--- src/core/quad_pos_pkg.sv ---
// Shared constants for the encoder position input block.
package quad_pos_pkg;

    // ------------------------------------------------------------
    // Bus and data widths
    // ------------------------------------------------------------
    localparam int unsigned ADDR_W = 8;
    localparam int unsigned DATA_W = 32;
    localparam int unsigned IRQ_W = 3;

    // ------------------------------------------------------------
    // Register byte offsets
    // ------------------------------------------------------------
    localparam logic [7:0] CTRL_OFS = 8'h00;
    localparam logic [7:0] PRESCALE_OFS = 8'h04;
    localparam logic [7:0] POSTSCALE_OFS = 8'h08;
    localparam logic [7:0] TGT_MAX_OFS = 8'h0C;
    localparam logic [7:0] TGT_MIN_OFS = 8'h10;
    localparam logic [7:0] RAW_COUNT_OFS = 8'h14;
    localparam logic [7:0] SCALED_OFS = 8'h18;
    localparam logic [7:0] POSITION_OFS = 8'h1C;
    localparam logic [7:0] SKIP_COUNT_OFS = 8'h20;
    localparam logic [7:0] IRQ_STATUS_OFS = 8'h24;
    localparam logic [7:0] IRQ_ENABLE_OFS = 8'h28;
    localparam logic [7:0] IRQ_CLEAR_OFS = 8'h2C;

    // ------------------------------------------------------------
    // Field positions
    // ------------------------------------------------------------
    localparam int unsigned ENC_MODE_BIT = 0;
    localparam int unsigned UNBOUNDED_BIT = 1;
    localparam int unsigned INVERT_DIR_BIT = 2;
    localparam int unsigned IRQ_SKIP_BIT = 0;
    localparam int unsigned IRQ_CLAMP_BIT = 1;
    localparam int unsigned IRQ_ARRIVED_BIT = 2;

    // ------------------------------------------------------------
    // Values after reset
    // ------------------------------------------------------------
    localparam logic [2:0] CTRL_RST = 3'h0;
    localparam logic signed [31:0] PRESCALE_RST = 32'h0000_0001;
    localparam logic signed [31:0] POSTSCALE_RST = 32'h0000_0001;
    localparam logic signed [31:0] TGT_MAX_RST = 32'h0000_00C8;
    localparam logic signed [31:0] TGT_MIN_RST = 32'hFFFF_FF38;

    // ------------------------------------------------------------
    // Timing
    // ------------------------------------------------------------
    localparam int unsigned CLK_PERIOD_NS = 10;
    localparam int unsigned STEP_PERIOD_NS = 10000;
    localparam int unsigned STEP_DIV_CYC = (STEP_PERIOD_NS + CLK_PERIOD_NS - 1) / CLK_PERIOD_NS;

endpackage

--- src/core/quad_evt_if.sv ---
// Count events passed from the channel decoder to the position logic.
`timescale 1ns/1ps
`default_nettype none
interface quad_evt_if;
    logic up;
    logic down;
    logic skip;
    modport src (output up, output down, output skip);
    modport dst (input up, input down, input skip);
endinterface
`default_nettype wire

--- src/core/quad_decoder.sv ---
// Two-channel quadrature decoder with input synchronisers.
`timescale 1ns/1ps
`default_nettype none
module quad_decoder
(
    // Clock and reset
    input wire logic clk,
    input wire logic srst,
    // Control
    input wire logic enable,
    // Channel pins
    input wire logic ch_a,
    input wire logic ch_b,
    // Events
    quad_evt_if.src evt
);

    logic a_s1_r;
    logic a_s2_r;
    logic b_s1_r;
    logic b_s2_r;
    logic a_q_r;
    logic b_q_r;
    logic da;
    logic db;

    // ------------------------------------------------------------
    // Synchronisers
    // ------------------------------------------------------------
    // Idle level is high because the pins float high between detents.
    always_ff @(posedge clk)
    begin
        if (srst)
        begin
            a_s1_r <= 1'b1;
            a_s2_r <= 1'b1;
            b_s1_r <= 1'b1;
            b_s2_r <= 1'b1;
        end
        else
        begin
            a_s1_r <= ch_a;
            a_s2_r <= a_s1_r;
            b_s1_r <= ch_b;
            b_s2_r <= b_s1_r;
        end
    end

    assign da = a_s2_r ^ a_q_r;
    assign db = b_s2_r ^ b_q_r;

    // ------------------------------------------------------------
    // Decode
    // ------------------------------------------------------------
    // A change on both channels at once means a state was missed, so its direction is unknown.
    always_ff @(posedge clk)
    begin
        if (srst)
        begin
            a_q_r <= 1'b1;
            b_q_r <= 1'b1;
            evt.up <= 1'b0;
            evt.down <= 1'b0;
            evt.skip <= 1'b0;
        end
        else
        begin
            a_q_r <= a_s2_r;
            b_q_r <= b_s2_r;
            evt.up <= enable && (da ^ db) && (a_s2_r ^ b_q_r);
            evt.down <= enable && (da ^ db) && !(a_s2_r ^ b_q_r);
            evt.skip <= enable && da && db;
        end
    end

endmodule
`default_nettype wire

--- src/core/step_pulser.sv ---
// Step and direction generator that walks the motor position to the target.
`timescale 1ns/1ps
`default_nettype none
module step_pulser
#(
    parameter int unsigned DIV_CYC = quad_pos_pkg::STEP_DIV_CYC
)
(
    // Clock and reset
    input wire logic clk,
    input wire logic srst,
    // Control
    input wire logic run,
    input wire logic invert,
    input wire logic signed [31:0] target,
    // Motor
    output logic step_r,
    output logic dir_r,
    output logic signed [31:0] position_r,
    output logic arrived_r
);

    localparam int unsigned CNT_W = $clog2(DIV_CYC + 1);
    localparam logic [CNT_W-1:0] CNT_LAST = CNT_W'(DIV_CYC - 1);

    logic [CNT_W-1:0] div_r;
    logic tick;
    logic ahead;

    if (DIV_CYC < 2)
    begin : gen_chk
        $error("step_pulser needs DIV_CYC of at least 2");
    end

    // ------------------------------------------------------------
    // Rate divider
    // ------------------------------------------------------------
    always_ff @(posedge clk)
    begin
        if (srst || div_r == CNT_LAST)
            div_r <= '0;
        else
            div_r <= div_r + CNT_W'(1);
    end

    assign tick = (div_r == CNT_LAST);
    assign ahead = (target > position_r);

    // ------------------------------------------------------------
    // Stepping
    // ------------------------------------------------------------
    // Direction is refreshed every cycle from the same comparison as the step, so it can change on the same edge as a step.
    always_ff @(posedge clk)
    begin
        if (srst)
        begin
            step_r <= 1'b0;
            dir_r <= 1'b0;
            position_r <= '0;
            arrived_r <= 1'b0;
        end
        else
        begin
            dir_r <= ahead ^ invert;
            step_r <= 1'b0;
            arrived_r <= 1'b0;
            if (run && tick && position_r != target)
            begin
                step_r <= 1'b1;
                position_r <= ahead ? position_r + 32'sd1 : position_r - 32'sd1;
                arrived_r <= ahead ? (position_r + 32'sd1 == target) : (position_r - 32'sd1 == target);
            end
        end
    end
endmodule
`default_nettype wire

--- src/core/quadrature_position_input.sv ---
// Encoder position control path: decoding, scaling, limits, stepping and registers.
//
// Our own choices: the plain strobed port and the placing of the registers.
`timescale 1ns/1ps
`default_nettype none
module quadrature_position_input
#(
    parameter int unsigned STEP_DIV = quad_pos_pkg::STEP_DIV_CYC
)
(
    // Clock and reset
    input wire logic clk,
    input wire logic srst,
    // Register port
    input wire logic [quad_pos_pkg::ADDR_W-1:0] addr,
    input wire logic [quad_pos_pkg::DATA_W-1:0] wdata,
    input wire logic wr_en,
    input wire logic rd_en,
    output logic [quad_pos_pkg::DATA_W-1:0] rdata,
    // Encoder and serial pins
    input wire logic rx_pin,
    input wire logic tx_pin_in,
    input wire logic ser_txd,
    output logic tx_out,
    output logic tx_oe_n,
    output logic pullup_en,
    // Motor
    input wire logic motor_power,
    output logic step_out,
    output logic dir_out,
    // Interrupt
    output logic irq
);

    localparam logic signed [31:0] SMAX = 32'h7FFF_FFFF;

    quad_evt_if evt ();

    logic [2:0] ctrl_r;
    logic signed [31:0] presc_r;
    logic signed [31:0] post_r;
    logic signed [31:0] tmax_r;
    logic signed [31:0] tmin_r;
    logic signed [31:0] raw_r;
    logic signed [31:0] acc_r;
    logic signed [31:0] acc_nxt;
    logic signed [31:0] acc_step;
    logic signed [31:0] scaled_r;
    logic signed [31:0] scaled_nxt;
    logic signed [31:0] scaled_raw;
    logic signed [31:0] position;
    logic [31:0] skip_cnt_r;
    logic [quad_pos_pkg::IRQ_W-1:0] irq_stat_r;
    logic [quad_pos_pkg::IRQ_W-1:0] irq_stat_nxt;
    logic [quad_pos_pkg::IRQ_W-1:0] irq_en_r;
    logic [quad_pos_pkg::IRQ_W-1:0] irq_clr;
    logic [quad_pos_pkg::IRQ_W-1:0] events;
    logic pwr_s1_r;
    logic pwr_s_r;
    logic rdata_en_r;
    logic [quad_pos_pkg::DATA_W-1:0] rmux_r;
    logic clamp_evt;
    logic arrived;
    logic step_q;
    logic dir_q;
    logic enc_mode;
    logic unbounded;

    assign enc_mode = ctrl_r[quad_pos_pkg::ENC_MODE_BIT];
    assign unbounded = ctrl_r[quad_pos_pkg::UNBOUNDED_BIT];

    // ------------------------------------------------------------
    // Helpers
    // ------------------------------------------------------------
    function automatic logic hit(input logic [7:0] a, input logic [7:0] ofs);
        hit = (a == ofs);
    endfunction

    function automatic logic signed [31:0] clamp_to(input logic signed [31:0] v, input logic signed [31:0] hi,
                                                    input logic signed [31:0] lo);
        if (v > hi)
            clamp_to = hi;
        else if (v < lo)
            clamp_to = lo;
        else
            clamp_to = v;
    endfunction

    // ------------------------------------------------------------
    // Motor power synchroniser
    // ------------------------------------------------------------
    always_ff @(posedge clk)
    begin
        if (srst)
        begin
            pwr_s1_r <= 1'b0;
            pwr_s_r <= 1'b0;
        end
        else
        begin
            pwr_s1_r <= motor_power;
            pwr_s_r <= pwr_s1_r;
        end
    end

    // ------------------------------------------------------------
    // Decoder
    // ------------------------------------------------------------
    quad_decoder u_dec
    (
        .clk(clk),
        .srst(srst),
        .enable(enc_mode),
        .ch_a(rx_pin),
        .ch_b(tx_pin_in),
        .evt(evt)
    );

    // ------------------------------------------------------------
    // Pin sharing
    // ------------------------------------------------------------
    // While the encoder owns the lines the TX driver stays off, so an encoder output is never fought.
    always_ff @(posedge clk)
    begin
        if (srst)
        begin
            tx_out <= 1'b1;
            tx_oe_n <= 1'b1;
            pullup_en <= 1'b0;
        end
        else
        begin
            tx_out <= ser_txd;
            tx_oe_n <= enc_mode;
            pullup_en <= enc_mode;
        end
    end

    // ------------------------------------------------------------
    // Configuration registers
    // ------------------------------------------------------------
    // Limits of the wrong sign and a zero prescaler are corrected on write rather than refused.
    always_ff @(posedge clk)
    begin
        if (srst)
        begin
            ctrl_r <= quad_pos_pkg::CTRL_RST;
            presc_r <= quad_pos_pkg::PRESCALE_RST;
            post_r <= quad_pos_pkg::POSTSCALE_RST;
            tmax_r <= quad_pos_pkg::TGT_MAX_RST;
            tmin_r <= quad_pos_pkg::TGT_MIN_RST;
            irq_en_r <= '0;
        end
        else if (wr_en)
        begin
            if (hit(addr, quad_pos_pkg::CTRL_OFS))
                ctrl_r <= wdata[2:0];
            if (hit(addr, quad_pos_pkg::PRESCALE_OFS))
                presc_r <= ($signed(wdata) < 32'sd1) ? 32'sd1 : $signed(wdata);
            if (hit(addr, quad_pos_pkg::POSTSCALE_OFS))
                post_r <= $signed(wdata);
            if (hit(addr, quad_pos_pkg::TGT_MAX_OFS))
                tmax_r <= ($signed(wdata) < 32'sd0) ? 32'sd0 : $signed(wdata);
            if (hit(addr, quad_pos_pkg::TGT_MIN_OFS))
                tmin_r <= ($signed(wdata) > 32'sd0) ? 32'sd0 : $signed(wdata);
            if (hit(addr, quad_pos_pkg::IRQ_ENABLE_OFS))
                irq_en_r <= wdata[quad_pos_pkg::IRQ_W-1:0];
        end
    end

    // ------------------------------------------------------------
    // Raw count
    // ------------------------------------------------------------
    always_ff @(posedge clk)
    begin
        if (srst || !pwr_s_r)
            raw_r <= '0;
        else if (evt.up)
            raw_r <= raw_r + 32'sd1;
        else if (evt.down)
            raw_r <= raw_r - 32'sd1;
    end

    // ------------------------------------------------------------
    // Scaling and limits
    // ------------------------------------------------------------
    // One scaling step per cycle is plenty: counts arrive thousands of cycles apart.
    always_comb
    begin
        acc_step = acc_r;
        if (pwr_s_r && evt.up)
            acc_step = acc_r + 32'sd1;
        else if (pwr_s_r && evt.down)
            acc_step = acc_r - 32'sd1;
        acc_nxt = acc_step;
        scaled_raw = scaled_r;
        if (acc_step >= presc_r)
        begin
            acc_nxt = acc_step - presc_r;
            scaled_raw = scaled_r + post_r;
        end
        else if (acc_step <= -presc_r)
        begin
            acc_nxt = acc_step + presc_r;
            scaled_raw = scaled_r - post_r;
        end
        if (!pwr_s_r)
            acc_nxt = '0;
        if (unbounded)
            scaled_nxt = scaled_raw;
        else
            scaled_nxt = clamp_to(scaled_raw, tmax_r, tmin_r);
        clamp_evt = !unbounded && (scaled_raw != scaled_r) && (scaled_nxt != scaled_raw);
    end

    always_ff @(posedge clk)
    begin
        if (srst)
        begin
            acc_r <= '0;
            scaled_r <= '0;
        end
        else
        begin
            acc_r <= acc_nxt;
            scaled_r <= scaled_nxt;
        end
    end

    // ------------------------------------------------------------
    // Stepper
    // ------------------------------------------------------------
    step_pulser #(.DIV_CYC(STEP_DIV)) u_step
    (
        .clk(clk),
        .srst(srst),
        .run(pwr_s_r),
        .invert(ctrl_r[quad_pos_pkg::INVERT_DIR_BIT]),
        .target(scaled_r),
        .step_r(step_q),
        .dir_r(dir_q),
        .position_r(position),
        .arrived_r(arrived)
    );

    assign step_out = step_q;
    assign dir_out = dir_q;

    // ------------------------------------------------------------
    // Skip count
    // ------------------------------------------------------------
    // Saturates so a long burst of bad input cannot wrap back to a clean reading.
    always_ff @(posedge clk)
    begin
        if (srst)
            skip_cnt_r <= '0;
        else if (evt.skip && skip_cnt_r != 32'hFFFF_FFFF)
            skip_cnt_r <= skip_cnt_r + 32'h0000_0001;
    end

    // ------------------------------------------------------------
    // Interrupts
    // ------------------------------------------------------------
    always_comb
    begin
        events = '0;
        events[quad_pos_pkg::IRQ_SKIP_BIT] = evt.skip;
        events[quad_pos_pkg::IRQ_CLAMP_BIT] = clamp_evt;
        events[quad_pos_pkg::IRQ_ARRIVED_BIT] = arrived;
        irq_clr = (wr_en && hit(addr, quad_pos_pkg::IRQ_CLEAR_OFS)) ? wdata[quad_pos_pkg::IRQ_W-1:0] : '0;
        irq_stat_nxt = (irq_stat_r & ~irq_clr) | events;
    end

    always_ff @(posedge clk)
    begin
        if (srst)
        begin
            irq_stat_r <= '0;
            irq <= 1'b0;
        end
        else
        begin
            irq_stat_r <= irq_stat_nxt;
            irq <= |(irq_stat_nxt & irq_en_r);
        end
    end

    // ------------------------------------------------------------
    // Read port
    // ------------------------------------------------------------
    always_ff @(posedge clk)
    begin
        if (srst || !rd_en)
            rmux_r <= '0;
        else
        begin
            case (addr)
                quad_pos_pkg::CTRL_OFS: rmux_r <= {29'h0000_0000, ctrl_r};
                quad_pos_pkg::PRESCALE_OFS: rmux_r <= presc_r;
                quad_pos_pkg::POSTSCALE_OFS: rmux_r <= post_r;
                quad_pos_pkg::TGT_MAX_OFS: rmux_r <= tmax_r;
                quad_pos_pkg::TGT_MIN_OFS: rmux_r <= tmin_r;
                quad_pos_pkg::RAW_COUNT_OFS: rmux_r <= raw_r;
                quad_pos_pkg::SCALED_OFS: rmux_r <= scaled_r;
                quad_pos_pkg::POSITION_OFS: rmux_r <= position;
                quad_pos_pkg::SKIP_COUNT_OFS: rmux_r <= skip_cnt_r;
                quad_pos_pkg::IRQ_STATUS_OFS: rmux_r <= {29'h0000_0000, irq_stat_r};
                quad_pos_pkg::IRQ_ENABLE_OFS: rmux_r <= {29'h0000_0000, irq_en_r};
                default: rmux_r <= '0;
            endcase
        end
    end

    always_ff @(posedge clk)
    begin
        if (srst)
            rdata_en_r <= 1'b0;
        else
            rdata_en_r <= rd_en;
    end

    assign rdata = rmux_r;
endmodule
`default_nettype wire

--- config.mk ---
export PLATFORM = sky130hd
export DESIGN_NAME = quadrature_position_input
export DESIGN_NICKNAME = d
export VERILOG_FILES = /design/src/core/quad_pos_pkg.sv /design/src/core/quad_evt_if.sv /design/src/core/quad_decoder.sv /design/src/core/step_pulser.sv /design/src/core/quadrature_position_input.sv
export SDC_FILE = /design/constraint.sdc
export NUM_CORES = 2
export LEC_CHECK = 0
export BUFFER_PORTS_ARGS = -buffer_cell sky130_fd_sc_hd__buf_2
export CORE_MARGIN = 2
export CORE_UTILIZATION = 54
export DETAILED_ROUTE_END_ITERATION = 12
export GPL_TIMING_DRIVEN = 0
export PLACE_DENSITY = 0.78
export SYNTH_ARGS = -nofsm -noshare
export SYNTH_HDL_FRONTEND = slang
export SYNTH_SLANG_ARGS = --single-unit
export TNS_END_PERCENT = 1
--- constraint.sdc ---
create_clock -name clk -period 14.5 [get_ports clk]
set_input_delay 1.45 -clock clk [delete_from_list [all_inputs] [get_ports clk]]
set_output_delay 1.45 -clock clk [all_outputs]
set_load 0.05 [all_outputs]
==> results.txt <==
The final global-route overflow total is 0. The final layout contains 4,570 nets. The portion of the post-synthesis area used by sequential elements is 23.1%. The number of global-route vias before repair is 31.1k. Dividing the detail-routed via count by the number of cells gives 6.79. The worst setup path is captured at a flop. The final reports fail on setup timing. TritonCTS built the clock tree. Along the worst path, the maximum fanout reaches 10. In the post-synthesis netlist, the biggest area contributors are dfxtp_1 23%, ha_1 13%, a21oi_1 6.1%. The largest single stage delay on the critical path is 0.99 ns. The detailed-router iteration count before antenna repair is 9. The period utilization came out at 100%. Once the floorplan was initialized, standard cells occupied 54.7% of the core. The path class of the tightest hold or removal check is reg2reg.

Multiplexer cells account for 1.66% of the synthesized area. The peak clock frequency supported by timing came out at 68.8 MHz. From left edge to right edge, the die measures 243 um. The clock reaches the later pin of the worst-skew pair after 0.60 ns.

STA classifies the critical path startpoint as a flop. In this run the tool buffered the top-level ports with 83 buffer cells. After Yosys synthesis, full adders, half adders and majority gates account for 13.2% of the synthesized area. The number of antenna violations at the first check in global routing was 10. In this run, synthesis inferred 0 flip-flops with an integrated enable.

The final worst-path setup slack is -0.0362 ns. In this run the clock root is driven by a clkbuf_16. The area fraction of the dominant cell type after synthesis is 23.1%. The vertical die dimension is 243 um. During synthesis, Yosys emitted a total of 0 warnings. Setup violations remaining at the end of the flow were counted as 1. After layout, the minimum clock period comes to 14.54 ns. For this run, the leading register cell type out of synthesis is dfxtp_1. The total clock buffers created by CTS came out at 41. By instance count, the leading cell after synthesis is nand2_1. The top cell type by total area after synthesis is dfxtp_1. The critical path start-end classification is reg2reg. The maximum number of pins on one net before global-route repair came out at 34. On the final layout, the worst clock skew is 0.0183 ns. The synthesized-area fraction occupied by xor and xnor cells is 6.62%. The count of nets left with antenna violations once routing finished came out at 0.

At the pin with the least slew margin, the transition time is 1.39 ns. The global-route wire length before repair is 207 mm. The number of cells on the worst hold path came out at 1. Data on the critical path arrives at its endpoint at 15.00 ns.

The largest individual stage delay along the critical path comes from the cell buf_1. The placer congestion estimate is 1.10. The number of different library cells used by synthesis comes to 94. The number of design rule violations left after detail routing came out at 0. No sink is reached through more buffers than the 3 on the longest clock path. Measured against its own limit, the worst slew margin works out to 7.57%. The share of flip-flops with an asynchronous set or reset came out at 0%.

The number of hold violations in the final report came out at 0. In this run the cell area of the synthesized design comes to 30,800 um^2. The count of pins over their slew limit is 0. After detailed routing, the average wire length per cell comes to 29.0 um.

The post-synth net total is 4,443. The top-level I/O count came out at 86. For the final routed database, the setup TNS stands at -0.0362 ns. For this block, the via count after detailed routing is 33.9k.

The gate count of the mapped netlist came out at 4,073. The floorplan has 87 rows. CTS built an H-tree with a depth of 2. The floorplan step defined a die boundary enclosing 59,000 um^2. By area, the combinational part of the netlist is dominated by compound AO/OA/AOI/OAI gates.

The area overhead of the layout relative to synthesis came out at 9.43%. After floorplanning, the core was sized to cover 56,400 um^2. Averaged over all synthesized cells, the footprint is 7.57 um^2. By count the netlist is led by 382 x nand2_1, 376 x a21oi_1, 364 x nor2_1, 356 x dfxtp_1, 316 x ha_1. The worst setup timing slack at the placement stage is 0.511 ns. Global routing used 47.4% of the available tracks. The total setup buffers inserted after CTS is 0. After detailed routing, the total wire length is 145 mm.

Setup repair after global routing left no endpoint under its margin. The data required time of the worst path is 14.97 ns. The violation count after the first detailed-route iteration is 4,775. The simple logic cell fraction of the synthesized area came out at 21.5%.

The wire-length estimate of the detail-placed layout is 114 mm. The cell depth of the worst flop-to-flop path came out at 39. The total clock sinks came out at 356. In the final layout, the share of cells above drive strength 1 is 5.91%. The run finished, with violations left. The clock transition at the register clock pins on the worst setup and hold paths after CTS came out at 0.06 ns. The count of maximum capacitance violations is 0.

The synthesized netlist devotes 27.7% of its cell area to compound gates. Synthesis inferred 356 register bits.
## logic make-up after synthesis
family,count (synthesis)
AND/OR/NAND/NOR,1367
buffers and inverters,490
AO/OA/AOI/OAI,1257
multiplexers,48
adder cells (fa/ha/maj),322
flip-flops,356
XOR/XNOR,233
## metrics by stage
step	hold WS [ns]	instances	utilization (%)	instance area, um^2
after floorplan	0.389	4073	-	30800
after global placement	0.395	4912	57.1	32200
after CTS	0.416	4989	59.8	33700
final	0.414	4991	59.8	33700
after detailed placement	0.398	4913	57.1	32200
after global routing	0.441	4989	59.8	33700
## flip-flops by register name (all words and copies together), names as in the netlist, 3 cells and up
name	cells
u_step.div_r	10
acc_r	32
irq_en_r	3
u_step.position_r	32
ctrl_r	3
rdata	32
raw_r	32
scaled_r	32
tmax_r	31
irq_stat_r	3
presc_r	32
tmin_r	32
skip_cnt_r	32
post_r	32
## what timing repair did
item	4_1_cts	5_1_grt
setup endpoints to repair	0	2
gates resized for setup	0	2
hold buffers	0	0
## metal layers
layer  up-vias  global-route usage (%)  wire length [um]
li1      15213                       -                 -
met1     15852                    57.1             53500
met2      2203                    69.5             58700
met4        16                    39.1             14500
met5         -                       0               107
met3       585                    14.2             18200
## final cells by class
| cell class | instances | area, um^2 |
|---|---|---|
| clock inverters | 27 | 405 |
| inverters | 270 | 1010 |
| clock buffers | 49 | 1110 |
| fillers | 5378 | 22600 |
| flip-flops and latches | 356 | 7130 |
| plain buffers | 220 | 893 |
| diodes | 2 | 5.00 |
| repair buffers | 84 | 443 |
| well taps | 756 | 946 |
| multi-input cells | 3227 | 21800 |
## layout by cell type (no fill, tap or decap), types with 74 or more instances in the layout
cell type / netlist / final
nand2_1: 382 / 382
a22oi_1: 135 / 135
nor3_1: 116 / 116
clkbuf_1: 181 / 185
inv_1: 269 / 269
a21o_1: 74 / 74
a21oi_1: 376 / 376
ha_1: 316 / 316
dfxtp_1: 356 / 356
xnor2_1: 149 / 149
o21ai_0: 140 / 140
nor2_1: 364 / 364
buf_2: 16 / 99
nand3_1: 96 / 96
xor2_1: 84 / 84
## path summary, 6_finish.rpt
kind,start,end,slack [ns]
worst max-delay path,presc_r[2]$_SDFFE_PP0P_,irq$_SDFF_PP0_,-0.04
worst min-delay path,u_dec.a_s1_r$_SDFF_PP1_,u_dec.a_s2_r$_SDFF_PP1_,0.41
worst max register to register,presc_r[2]$_SDFFE_PP0P_,irq$_SDFF_PP0_,-0.04
worst min register to register,u_dec.a_s1_r$_SDFF_PP1_,u_dec.a_s2_r$_SDFF_PP1_,0.41
## worst max-delay path, delay by kind of cell, from the launching register on
| kind | cells | cell delay (ns) |
|---|---|---|
| fa+ha+maj | 2 | 0.65 |
| buf+inv | 6 | 2.72 |
| flops | 1 | 0.48 |
| simple gates | 15 | 5.36 |
| xor+xnor | 1 | 0.11 |
| compound gates | 15 | 5.04 |
Power is left out: the tool's default activity adds up to more than one toggle a clock period on the data nets, which glitch-free logic cannot reach.
